$ cat src/rtl/eepc_pkg.sv
// package: register layout, array geometry and timing constants
package eepc_pkg;
  // ---------------------------------------------------------------
  // register map
  // ---------------------------------------------------------------
  localparam logic [7:0] EEPC_CTRL_ADDR = 8'h1C;
  localparam logic [7:0] EEPC_CTRL_RESET = 8'h00;
  localparam int EEPC_BIT_PGM = 0;
  localparam int EEPC_BIT_RC = 1;
  localparam int EEPC_BIT_CAPTURE = 2;
  localparam int EEPC_BIT_ERLO = 3;
  localparam int EEPC_BIT_ERHI = 4;
  localparam int EEPC_BIT_PUMP = 6;
  localparam logic [7:0] EEPC_CTRL_MASK = 8'h5F;
  // ---------------------------------------------------------------
  // array geometry
  // ---------------------------------------------------------------
  localparam logic [13:0] EEPC_ARRAY_BASE = 14'h0240;
  localparam int EEPC_DEPTH = 128;
  localparam int EEPC_AW = 7;
  localparam int EEPC_BLK_AW = 5;
  localparam int EEPC_NBLK = 4;
  localparam logic [7:0] EEPC_ERASED = 8'hFF;
  // ---------------------------------------------------------------
  // erase modes and sequencer states
  // ---------------------------------------------------------------
  typedef enum logic [1:0] {
    EEPC_MODE_EEPROM_PROGRAM_CONTROL = 2'b00,
    EEPC_MODE_BYTE = 2'b01,
    EEPC_MODE_BLOCK = 2'b10,
    EEPC_MODE_BULK = 2'b11
  } eepc_mode_t;
  typedef enum logic [1:0] {
    EEPC_ST_IDLE = 2'b00,
    EEPC_ST_LOADED = 2'b01,
    EEPC_ST_PULSE = 2'b11,
    EEPC_ST_DONE = 2'b10
  } eepc_state_t;
  // ---------------------------------------------------------------
  // timing, in ticks of the selected eeprom clock; the rc settle count runs on cpu clocks
  // ---------------------------------------------------------------
  localparam int EEPC_CNT_W = 24;
  localparam int EEPC_EEPROM_PROGRAM_CONTROL_TICKS = 1000;
  localparam int EEPC_BYTE_ERASE_TICKS = 1000;
  localparam int EEPC_BLOCK_ERASE_TICKS = 1000;
  localparam int EEPC_BULK_ERASE_TICKS = 1000;
  localparam int EEPC_FALL_TICKS = 100;
  localparam int EEPC_RC_SETTLE_TICKS = 100;
endpackage

$ cat src/rtl/eepc_mem_if.sv
// interface: word port between the controller and the eeprom array
`timescale 1ns/1ns
interface eepc_mem_if;
  logic we;
  logic [eepc_pkg::EEPC_AW-1:0] waddr;
  logic [7:0] wdata;
  logic [eepc_pkg::EEPC_AW-1:0] raddr;
  logic [7:0] rdata;
  modport ctrl (output we, output waddr, output wdata, output raddr,
    input rdata);
  modport mem (input we, input waddr, input wdata, input raddr,
    output rdata);
endinterface

$ cat src/rtl/eepc_array.sv
// 128-byte eeprom cell array with registered read data
`timescale 1ns/1ns
module eepc_array (
  // clock
  input wire logic i_mclk,
  input wire logic i_ce,
  // port
  eepc_mem_if.mem m
);
  import eepc_pkg::*;
  logic [7:0] cells [EEPC_DEPTH];
  logic [7:0] rd;
  // cells model nonvolatile storage: no reset, the controller writes
  // fully formed new values (and-programming, erase to ones)
  always_ff @(posedge i_mclk) begin
    if (i_ce) begin
      if (m.we) begin
        cells[m.waddr] <= m.wdata;
      end
      rd <= cells[m.raddr];
    end
  end
  assign m.rdata = rd;
endmodule // eepc_array

$ cat src/rtl/eepc_ctrl.sv
// eeprom program/erase controller with its control register
//
// Functional notes
// program: capture, pump on, erase bits zero, write, power for program time
// erased reads one; programming only clears bits (and with old value)
// erase select 01: pulse erases only the captured byte
// erase select 10: pulse erases the 32-byte block holding captured address
// erase select 11: pulse erases the whole array
// software ends: clear power, wait fall time, then clear capture and pump
// software returns all control fields to zero after each sequence
// stop mode forces the rc oscillator off in hardware
// wait mode leaves the rc oscillator alone; software may stop it
// power bit writable only while capture is already set
// four aligned 32-byte blocks form the 128-byte array
// array reads inhibited after a captured write until capture clears
// rc select runs the timing from the rc oscillator, not the cpu clock
// pulse and fall durations are cycle-count parameters of selected clock; here only the pulse times are parameters, EEPC_FALL_TICKS is never counted
// reset clears all fields, aborts operation, drops power at once
`timescale 1ns/1ns
module eepc_ctrl #(
  parameter int EEPROM_PROGRAM_CONTROL_TICKS = eepc_pkg::EEPC_EEPROM_PROGRAM_CONTROL_TICKS,
  parameter int BYTE_ERASE_TICKS = eepc_pkg::EEPC_BYTE_ERASE_TICKS,
  parameter int BLOCK_ERASE_TICKS = eepc_pkg::EEPC_BLOCK_ERASE_TICKS,
  parameter int BULK_ERASE_TICKS = eepc_pkg::EEPC_BULK_ERASE_TICKS
) (
  // clock and reset
  input wire logic i_mclk,
  input wire logic i_srst,
  input wire logic i_ce,
  // cpu bus
  input wire logic [13:0] i_addr,
  input wire logic i_wr,
  input wire logic i_rd,
  input wire logic [7:0] i_wdata,
  output logic [7:0] o_rdata,
  output logic o_rvalid,
  // clocking and power modes
  input wire logic i_rc_tick,
  input wire logic i_stop_mode,
  output logic o_rc_osc_on,
  // status toward the charge pump
  output logic o_pump_on,
  output logic o_power_on,
  output logic o_busy
);
  import eepc_pkg::*;

  eepc_mem_if mif ();
  eepc_array u_array (
    .i_mclk(i_mclk),
    .i_ce(i_ce),
    .m(mif)
  );

  // ---------------------------------------------------------------
  // decode helpers
  // ---------------------------------------------------------------
  function automatic logic in_array(input logic [13:0] a);
    in_array = (a >= EEPC_ARRAY_BASE) &&
      (a < EEPC_ARRAY_BASE + 14'(EEPC_DEPTH));
  endfunction
  function automatic logic [EEPC_AW-1:0] cell_of(input logic [13:0] a);
    logic [13:0] d;
    d = a - EEPC_ARRAY_BASE;
    cell_of = d[EEPC_AW-1:0];
  endfunction

  // ---------------------------------------------------------------
  // state
  // ---------------------------------------------------------------
  logic [7:0] ctrl, next_ctrl;
  logic captured, next_captured;
  logic [EEPC_AW-1:0] cap_addr, next_cap_addr;
  logic [7:0] cap_data, next_cap_data;
  eepc_state_t state, next_state;
  logic [EEPC_CNT_W-1:0] pulse_cnt, next_pulse_cnt;
  logic [EEPC_CNT_W-1:0] need, next_need;
  logic [EEPC_AW-1:0] sweep, next_sweep;
  logic rd_pend, next_rd_pend;
  logic rd_is_reg, next_rd_is_reg;
  logic [7:0] rdata, next_rdata;
  logic rvalid, next_rvalid;
  logic rc_on, next_rc_on;
  logic [EEPC_CNT_W-1:0] settle, next_settle;
  logic we, next_we;
  logic [7:0] wdat, next_wdat;
  logic [EEPC_AW-1:0] waddr, next_waddr;
  logic tick;
  eepc_mode_t mode;
  logic [7:0] merged;

  assign mode = eepc_mode_t'({ctrl[EEPC_BIT_ERHI], ctrl[EEPC_BIT_ERLO]});
  // timing advances on the rc tick when selected, else every cpu clock
  assign tick = ctrl[EEPC_BIT_RC] ? (i_rc_tick & rc_on) : 1'b1;
  // programming can only clear bits: new cell value ands into the old
  assign merged = mif.rdata & cap_data;

  assign mif.we = we;
  assign mif.waddr = waddr;
  assign mif.wdata = wdat;
  assign mif.raddr = (state == EEPC_ST_IDLE) ? cell_of(i_addr) : cap_addr;

  // ---------------------------------------------------------------
  // register and sequencer
  // ---------------------------------------------------------------
  always_comb begin
    logic [7:0] wv;
    wv = i_wdata & EEPC_CTRL_MASK;
    next_ctrl = ctrl;
    next_captured = captured;
    next_cap_addr = cap_addr;
    next_cap_data = cap_data;
    next_state = state;
    next_pulse_cnt = pulse_cnt;
    next_need = need;
    next_sweep = sweep;
    next_we = 1'b0;
    next_wdat = wdat;
    next_waddr = waddr;
    if (i_wr && i_addr == {6'h00, EEPC_CTRL_ADDR}) begin
      next_ctrl = wv;
      // power sets only when capture was already set before this write
      if (!ctrl[EEPC_BIT_CAPTURE]) begin
        next_ctrl[EEPC_BIT_PGM] = 1'b0;
      end
      // dropping capture releases the buses and the read inhibit
      if (!wv[EEPC_BIT_CAPTURE]) begin
        next_ctrl[EEPC_BIT_PGM] = 1'b0;
        next_captured = 1'b0;
      end
    end
    if (i_wr && in_array(i_addr) && ctrl[EEPC_BIT_CAPTURE]
        && !ctrl[EEPC_BIT_PGM]) begin
      next_captured = 1'b1;
      next_cap_addr = cell_of(i_addr);
      next_cap_data = i_wdata;
    end
    unique case (state)
      EEPC_ST_IDLE: begin
        if (ctrl[EEPC_BIT_PGM] && ctrl[EEPC_BIT_PUMP] && captured) begin
          next_state = EEPC_ST_LOADED;
          next_pulse_cnt = '0;
          unique case (mode)
            EEPC_MODE_EEPROM_PROGRAM_CONTROL: next_need = EEPC_CNT_W'(EEPROM_PROGRAM_CONTROL_TICKS);
            EEPC_MODE_BYTE: next_need = EEPC_CNT_W'(BYTE_ERASE_TICKS);
            EEPC_MODE_BLOCK: next_need = EEPC_CNT_W'(BLOCK_ERASE_TICKS);
            EEPC_MODE_BULK: next_need = EEPC_CNT_W'(BULK_ERASE_TICKS);
          endcase
        end
      end
      EEPC_ST_LOADED: begin
        // count powered time of the selected clock
        if (tick) begin
          next_pulse_cnt = pulse_cnt + 1'b1;
        end
        if (pulse_cnt >= need) begin
          next_state = EEPC_ST_PULSE;
          next_sweep = '0;
        end
        if (!ctrl[EEPC_BIT_PGM]) begin
          next_state = EEPC_ST_IDLE; // pulse cut short: cell untouched
        end
      end
      EEPC_ST_PULSE: begin
        next_we = 1'b1;
        next_state = EEPC_ST_DONE;
        unique case (mode)
          EEPC_MODE_EEPROM_PROGRAM_CONTROL: begin
            next_waddr = cap_addr;
            next_wdat = merged;
          end
          EEPC_MODE_BYTE: begin
            next_waddr = cap_addr;
            next_wdat = EEPC_ERASED;
          end
          EEPC_MODE_BLOCK: begin
            // aligned block: keep upper bits, walk the low five
            next_waddr = {cap_addr[EEPC_AW-1:EEPC_BLK_AW],
              sweep[EEPC_BLK_AW-1:0]}; // see R4
            next_wdat = EEPC_ERASED;
            if (sweep[EEPC_BLK_AW-1:0] != '1) begin
              next_sweep = sweep + 1'b1;
              next_state = EEPC_ST_PULSE;
            end
          end
          EEPC_MODE_BULK: begin
            next_waddr = sweep;
            next_wdat = EEPC_ERASED;
            if (sweep != '1) begin
              next_sweep = sweep + 1'b1;
              next_state = EEPC_ST_PULSE;
            end
          end
        endcase
      end
      EEPC_ST_DONE: begin
        // rearm only once software has dropped power
        if (!ctrl[EEPC_BIT_PGM]) begin
          next_state = EEPC_ST_IDLE;
        end
      end
    endcase
    if (i_srst) begin
      next_ctrl = EEPC_CTRL_RESET;
      next_captured = 1'b0;
      next_state = EEPC_ST_IDLE;
      next_we = 1'b0;
    end
  end

  always_ff @(posedge i_mclk) begin
    if (i_ce) begin
      ctrl <= next_ctrl;
      captured <= next_captured;
      cap_addr <= next_cap_addr;
      cap_data <= next_cap_data;
      state <= next_state;
      pulse_cnt <= next_pulse_cnt;
      need <= next_need;
      sweep <= next_sweep;
      we <= next_we;
      wdat <= next_wdat;
      waddr <= next_waddr;
    end
  end

  // ---------------------------------------------------------------
  // read path and rc oscillator
  // ---------------------------------------------------------------
  always_comb begin
    next_rd_pend = 1'b0;
    next_rd_is_reg = 1'b0;
    next_rdata = rdata;
    next_rvalid = 1'b0;
    next_rc_on = rc_on;
    next_settle = settle;
    if (i_rd && i_addr == {6'h00, EEPC_CTRL_ADDR}) begin
      next_rd_is_reg = 1'b1;
    end else if (i_rd && in_array(i_addr) && state == EEPC_ST_IDLE) begin
      next_rd_pend = 1'b1;
    end
    if (rd_is_reg) begin
      next_rdata = ctrl;
      next_rvalid = 1'b1;
    end else if (rd_pend) begin
      // inhibited reads return erased value
      next_rdata = captured ? EEPC_ERASED : mif.rdata;
      next_rvalid = 1'b1;
    end
    // stop forces the oscillator off; wait mode has no effect here
    next_rc_on = ctrl[EEPC_BIT_RC] && !i_stop_mode; // see R8
    if (!next_rc_on) begin
      next_settle = '0;
    end else if (settle != EEPC_CNT_W'(EEPC_RC_SETTLE_TICKS)) begin
      next_settle = settle + 1'b1;
    end
    if (i_srst) begin
      next_rvalid = 1'b0;
      next_rdata = 8'h00;
      next_rc_on = 1'b0;
      next_settle = '0;
    end
  end

  always_ff @(posedge i_mclk) begin
    if (i_ce) begin
      rd_pend <= next_rd_pend;
      rd_is_reg <= next_rd_is_reg;
      rdata <= next_rdata;
      rvalid <= next_rvalid;
      rc_on <= next_rc_on;
      settle <= next_settle;
    end
  end

  // ---------------------------------------------------------------
  // registered outputs
  // ---------------------------------------------------------------
  logic pump_q, power_q, busy_q;
  always_ff @(posedge i_mclk) begin
    if (i_ce) begin
      pump_q <= next_ctrl[EEPC_BIT_PUMP];
      power_q <= next_ctrl[EEPC_BIT_PGM] & next_ctrl[EEPC_BIT_PUMP];
      busy_q <= (next_state != EEPC_ST_IDLE);
    end
  end
  assign o_rdata = rdata;
  assign o_rvalid = rvalid;
  assign o_rc_osc_on = rc_on;
  assign o_pump_on = pump_q;
  assign o_power_on = power_q;
  assign o_busy = busy_q;
endmodule // eepc_ctrl

$ cat config.mk
export PLATFORM = sky130hd
export DESIGN_NAME = eepc_ctrl
export DESIGN_NICKNAME = d
export VERILOG_FILES = /design/src/rtl/eepc_pkg.sv /design/src/rtl/eepc_mem_if.sv /design/src/rtl/eepc_array.sv /design/src/rtl/eepc_ctrl.sv
export SDC_FILE = /design/constraint.sdc
export NUM_CORES = 1
export LEC_CHECK = 0
export ABC_AREA = 0
export BUFFER_PORTS_ARGS = -buffer_cell sky130_fd_sc_hd__clkbuf_2
export CAP_MARGIN = 10
export CORE_ASPECT_RATIO = 0.8
export CORE_UTILIZATION = 66
export DETAILED_ROUTE_END_ITERATION = 12
export HOLD_SLACK_MARGIN = 0.06
export PLACE_DENSITY = 0.83
export SYNTH_ARGS = -nofsm -noshare
export SYNTH_HDL_FRONTEND = slang
export SYNTH_SLANG_ARGS = --single-unit
$ cat constraint.sdc
create_clock -name i_mclk -period 7.9 [get_ports i_mclk]
set_clock_uncertainty 0.15 [all_clocks]
set_input_delay 0.79 -clock i_mclk [delete_from_list [all_inputs] [get_ports i_mclk]]
set_output_delay 0.79 -clock i_mclk [all_outputs]
set_load 0.005 [all_outputs]
; ---- Word level (Yosys, flattened, before mapping)
; Memory sizes are Yosys's and may differ from the RTL's. A register that Yosys moved wholly into a read port is not among the register bits.
; Cells that the tools add are included.
[op_classes]
mux = 39
eq_ne = 16
bitwise_logic = 3
order_cmp = 3
n_reduce_logical = 31
add_sub_neg = 3
[op_table]
columns = op, count
row1 = $mux W7, 7
row2 = $mux W24, 2
row3 = $pmux W24 S2, 1
row4 = $pmux W7 S2, 2
row5 = $add A24 B1 Y24 const B, 1
row6 = $ge A24 B10 Y1 const B, 1
row7 = $pmux W7 S3, 1
row8 = $mux W1, 16
row9 = $mux W8, 2
row10 = $pmux W8 S2, 1
row11 = $eq A14 B5 Y1 const B, 1
row12 = $ge A14 B10 Y1 const B, 1
row13 = $lt A14 B10 Y1 const B, 1
row14 = $logic_and A1 B1 Y1, 11
row15 = $mux W2, 5
row16 = $and A8 B8 Y8, 1
row17 = $eq A2 B2 Y1 const B, 4
row18 = $pmux W2 S4, 1
row19 = $reduce_and A2 Y1, 4
row20 = $reduce_bool A2 Y1, 4
row21 = $add A7 B1 Y7 const B, 1
row22 = $ne A7 B7 Y1 const B, 1
row23 = $sub A7 B7 Y7 const B, 1
row24 = $ne A3 B2 Y1 const B, 2
row25 = 15 further kinds, 23
[totals]
in_bits = 29
memories = 1
elab_cells = 116
ff_bits = 86
ram_bits = 1024
[memory_table]
columns = name, words, word_bits, read_ports, rd_clocked_by_memory_dff, write_ports, line
row1 = u_array.cells, 128, 8, 1, 1, 1, eepc_array.sv:11  ; logic [7:0] cells [EEPC_DEPTH];

; ---- Logic depth before layout (Yosys ltp)
[logic_depth]
ltp_word = 7
ltp_mapped = 11
depth_no_buf = 9

; ---- By module
; A second synthesis with hierarchy kept.
[hier_totals]
cells_unflattened = 1971
hier_area_um2 = 43808.3
[modules_own_cells]
columns = mod, instances, cells_per_inst, area_each_um2
row1 = eepc_array, 1, 1633, 39766.9
row2 = eepc_ctrl, 1, 338, 4041.4

; ---- Worst setup path after synthesis
; No wires, ideal clock.
[synth_timing]
path_type = input port to flip-flop
startpoint = input port i_rc_tick
endpoint = register pulse_cnt[0], enable pin
t_required_ps = 7275
arrival_time_ps = 3441
n_path_buf = 0
cell_stages = 2
setup_slack_ps = 3834
cell_sequence = a21oi_1 nor4b_1
[synth_between]
elab_chain_len = 4
[synth_lines]
columns = element, line
row1 = start: declaration, eepc_ctrl.sv:38  ; input wire logic i_rc_tick,
row2 = $and A1 B1 Y1, eepc_ctrl.sv:94  ; assign tick = ctrl[EEPC_BIT_RC] ? (i_rc_tick & rc_on) : 1'b1;
row3 = $mux W1, eepc_ctrl.sv:94
row4 = $ne A2 B2 Y1 (no line), --
row5 = $reduce_and A4 Y1 (no line), --
row6 = end signal: assignment, eepc_ctrl.sv:218  ; pulse_cnt <= next_pulse_cnt;
row7 = end: declaration, eepc_ctrl.sv:76  ; logic [EEPC_CNT_W-1:0] pulse_cnt, next_pulse_cnt;
; No other way between the ends.
; A chain may end at the register's enable or synchronous reset.

; ---- Worst setup path after layout
[layout_timing]
startpoint = register state[0]
endpoint = register u_array.rd[4] (netlist: u_array.m.rdata[4]), read port of u_array.cells (data pin)
[layout_between]
elab_chain_len = 2
[layout_lines]
columns = element, line
row1 = start: declaration, eepc_ctrl.sv:75  ; eepc_state_t state, next_state;
row2 = start signal: assignment, eepc_ctrl.sv:217  ; state <= next_state;
row3 = $logic_not A2 Y1, eepc_ctrl.sv:101  ; assign mif.raddr = (state == EEPC_ST_IDLE) ? cell_of(i_addr) : cap_addr;
row4 = $mux W7, eepc_ctrl.sv:101
row5 = end: declaration, eepc_array.sv:12  ; logic [7:0] rd;
; No other way between the ends.

==> results.json <==
{
  "grt_antenna_before_repair": 6,
  "avgSynthCellArea_um2": 17.4,
  "chip_height_um": 234,
  "avgRoutedWirePerCell_um": 29.4,
  "synthTopCellsByArea": "sky130_fd_sc_hd__edfxtp_1 (76%), sky130_fd_sc_hd__mux2_2 (6.7%), sky130_fd_sc_hd__mux2i_1 (5.9%), sky130_fd_sc_hd__o22ai_1 (2.7%), sky130_fd_sc_hd__a221oi_1 (2.5%)",
  "launch_point_of_the_worst_hold_path": "i_wdata[5]",
  "detail_route.wirelength_mm": 104,
  "power.switching_w": 0.00250,
  "grt_overflow_total": 0,
  "largest_register_ff_count": 1024,
  "post-dp-hpwl_mm": 60.2,
  "grtUsageMet1_pct": 42.4,
  "synth-adder-area-share_pct": 0.113,
  "period_needed_ns": 5.27,
  "synth-compound-area-share_pct": 5.76,
  "synth_top_cell_by_area": "sky130_fd_sc_hd__edfxtp_1",
  "initial_core_util_pct": 67.2,
  "leading_cell_types_in_the_layout_fill_and_taps_excluded": "sky130_fd_sc_hd__edfxtp_1 (1117), sky130_fd_sc_hd__mux2_2 (265), sky130_fd_sc_hd__mux2i_1 (260)",
  "max-vdd-ir-drop_uv": 218,
  "worstPathMaxFanout": 70,
  "power.share.sequential_pct": 54.7,
  "core-area_um2": 66100,
  "numPortBuffers": 41,
  "busiest_layer": "met2",
  "final_common_cell": "sky130_fd_sc_hd__edfxtp_1",
  "preCtsSetupSlack_ns": 2.68,
  "clkSlewWorstSetupHoldPaths_ns": 0.07,
  "r2r-start": "state[0]",
  "synth_fp_nets": 2587,
  "insertion_delay_ns": 0.68,
  "holdBufCountCts": 0,
  "htree_levels": 3,
  "post_route_cells_drive_above_1_share_pct": 18.6,
  "die_w_um": 292,
  "synth.yosys.seq_area_share_pct": 75.5,
  "final_core_util_pct": 73.4,
  "cts-resized-gates": 0,
  "synthArstFlopShare_pct": 0,
  "critical_path_class": "flop to flop",
  "timing.hold.ws_ns": 0.150,
  "max_clock_freq_ghz": 0.190,
  "synth-xor-area-share_pct": 0.493,
  "drv.max_cap_violation_count": 0,
  "critPathLaunchType": "flop",
  "finalWorstSetupSlack_ns": 2.63,
  "final_net_count": 2627,
  "globalRouteTotalUtil_pct": 30.5,
  "yosys_warnings": 0,
  "grt_first_pass_wirelength_mm": 152,
  "critPathCaptureType": "flop",
  "cts_inserted_buffers": 97,
  "cts.path.max_buffers": 3,
  "critical_path.startpoint": "state[0]",
  "finalCritPeriodShare_pct": 66.7,
  "power_density_nw_per_um2": 244,
  "gp_congestion": 0.889,
  "cp.required_ns": 8.28,
  "die_area_um2": 68400,
  "holdCritPathClass": "input pin to flop",
  "postSynth.topFlopCell": "sky130_fd_sc_hd__edfxtp_1",
  "synth_simple_gate_area_share_pct": 3.84,
  "synth_mux_area_share_pct": 12.6,
  "flow.area_growth_from_synthesis_pct": 9.24,
  "tns_ns": 0,
  "rsz0062_at_grt": "no",
  "grt_use_met3_pct": 7.66,
  "hold_viol": 0,
  "power_frac_clock_pct": 40.5,
  "status": "completed",
  "tritoncts": "done",
  "comb_power_share_pct": 4.8,
  "post-synth-top-area-fraction_pct": 75.5,
  "number_of_standard_cell_rows_in_the_floorplan": 84,
  "netSwitchingFraction_pct": 21.1,
  "drcViolationCount": 0,
  "groute.layer.met2.usage_pct": 47.7,
  "synthesis.instances": 2554,
  "synth.cell_area_um2": 44400,
  "pin_count": 42,
  "drt_first_pass_iters": 8,
  "synth_top_family_by_area": "multiplexers",
  "relSlewSlack_pct": 13.8,
  "leakage_nw": 15.4,
  "synth.distinct_cells": 46,
  "setup_viol": 0,
  "crit_arrival_ns": 5.65,
  "grt_pass1_vias": 24300,
  "clockRootBuffer": "sky130_fd_sc_hd__clkbuf_16",
  "postSynthRegisterBits": 1117,
  "clock_sink_count": 1117,
  "worstMarginPinSlew_ns": 1.28,
  "timing_max_transition_violations_final": 0,
  "drtAntennaViolNets": 0,
  "detailedRoute.firstIterationViolations": 3682,
  "top_regs": "u_array.cells x1024, pulse_cnt x24",
  "maximum_number_of_pins_on_one_net_before_global_route_repair": 118,
  "dr_total_vias": 24900,
  "internal_power_w": 0.00935,
  "cts.repair_timing.setup_buffer_count": 0,
  "max_flop_register": "u_array.cells",
  "vias_per_cell": 7.03,
  "synth_enable_flop_cells": 1117
}
[Yosys cell counts (7+ instances only)]
library cell,number
sky130_fd_sc_hd__nand4_1,10
sky130_fd_sc_hd__buf_6,12
sky130_fd_sc_hd__nor4_1,12
sky130_fd_sc_hd__inv_1,7
sky130_fd_sc_hd__mux2i_1,260
sky130_fd_sc_hd__nand2_1,54
sky130_fd_sc_hd__clkbuf_1,69
sky130_fd_sc_hd__nor2_1,199
sky130_fd_sc_hd__a21oi_1,13
sky130_fd_sc_hd__nand3_1,32
sky130_fd_sc_hd__o21ai_0,25
sky130_fd_sc_hd__xnor2_1,9
sky130_fd_sc_hd__a221oi_1,127
sky130_fd_sc_hd__o22ai_1,191
sky130_fd_sc_hd__and2_1,11
sky130_fd_sc_hd__mux2_2,265
sky130_fd_sc_hd__buf_4,24
sky130_fd_sc_hd__and3_1,19
sky130_fd_sc_hd__buf_2,30
sky130_fd_sc_hd__edfxtp_1,1117
sky130_fd_sc_hd__xor2_1,16
[final cells by class]
type	count	area (µm²)
sequential	1117	33500
fill	3611	17600
multi-input combinational	1293	10200
clock buffer	111	2500
tap	860	1080
clock inverter	68	676
timing repair buffer	78	533
inverter	7	26.3
antenna	1	2.50
[final timing paths]
kind | depth (start not counted) | to | slack [ns]
min reg2reg | 2 | mif.wdata[2] | 0.37
max | 9 | u_array.m.rdata[4] | 2.63
min | 1 | cap_data[5] | 0.15
max reg2reg | 9 | u_array.m.rdata[4] | 2.63
[stage by stage]
stage / instances / total power, W / cell area, µm²
floorplan: 2554 / 0.00700 / 44400
global placement: 3355 / 0.00715 / 45300
detailed placement: 3355 / 0.00717 / 45300
CTS: 3534 / 0.0118 / 48500
global route: 3534 / 0.0121 / 48500
finish: 3535 / 0.0119 / 48500
[layer usage]
| metal | up-vias | routed length, µm |
|---|---|---|
| met3 | 292 | 13000 |
| met1 | 12400 | 39100 |
| met5 | - | 24 |
| met2 | 1799 | 48000 |
| met4 | 4 | 3780 |
| li1 | 10400 | - |
[power groups by stage]
stage	registers [W]	clock network (W)	logic [W]
floorplan	0.00661	0	0.000397
detailed placement	0.00661	0	0.000552
CTS	0.00649	0.00480	0.000556
finish	0.00649	0.00480	0.000569
global route	0.00648	0.00503	0.000592
global placement	0.00661	0	0.000537
[kinds of logic after synthesis]
family                   count (synthesis)
adder cells (fa/ha/maj)                  4
AO/OA/AOI/OAI                          364
multiplexers                           525
XOR/XNOR                                25
buffers and inverters                  144
AND/OR/NAND/NOR                        375
flip-flops                            1117
[worst max-delay path, cell delays in order (launching register included)]
cell                       delay [ns]
sky130_fd_sc_hd__edfxtp_1        0.62
sky130_fd_sc_hd__nor2_4          0.45
sky130_fd_sc_hd__mux2i_1         0.40
sky130_fd_sc_hd__nand2_4         0.86
sky130_fd_sc_hd__buf_4           0.53
sky130_fd_sc_hd__o22ai_1         0.17
sky130_fd_sc_hd__a221oi_1        0.73
sky130_fd_sc_hd__o22ai_1         0.20
sky130_fd_sc_hd__o21ai_0         0.68
sky130_fd_sc_hd__and3_1          0.28
Power figures use the tool's default switching activity.
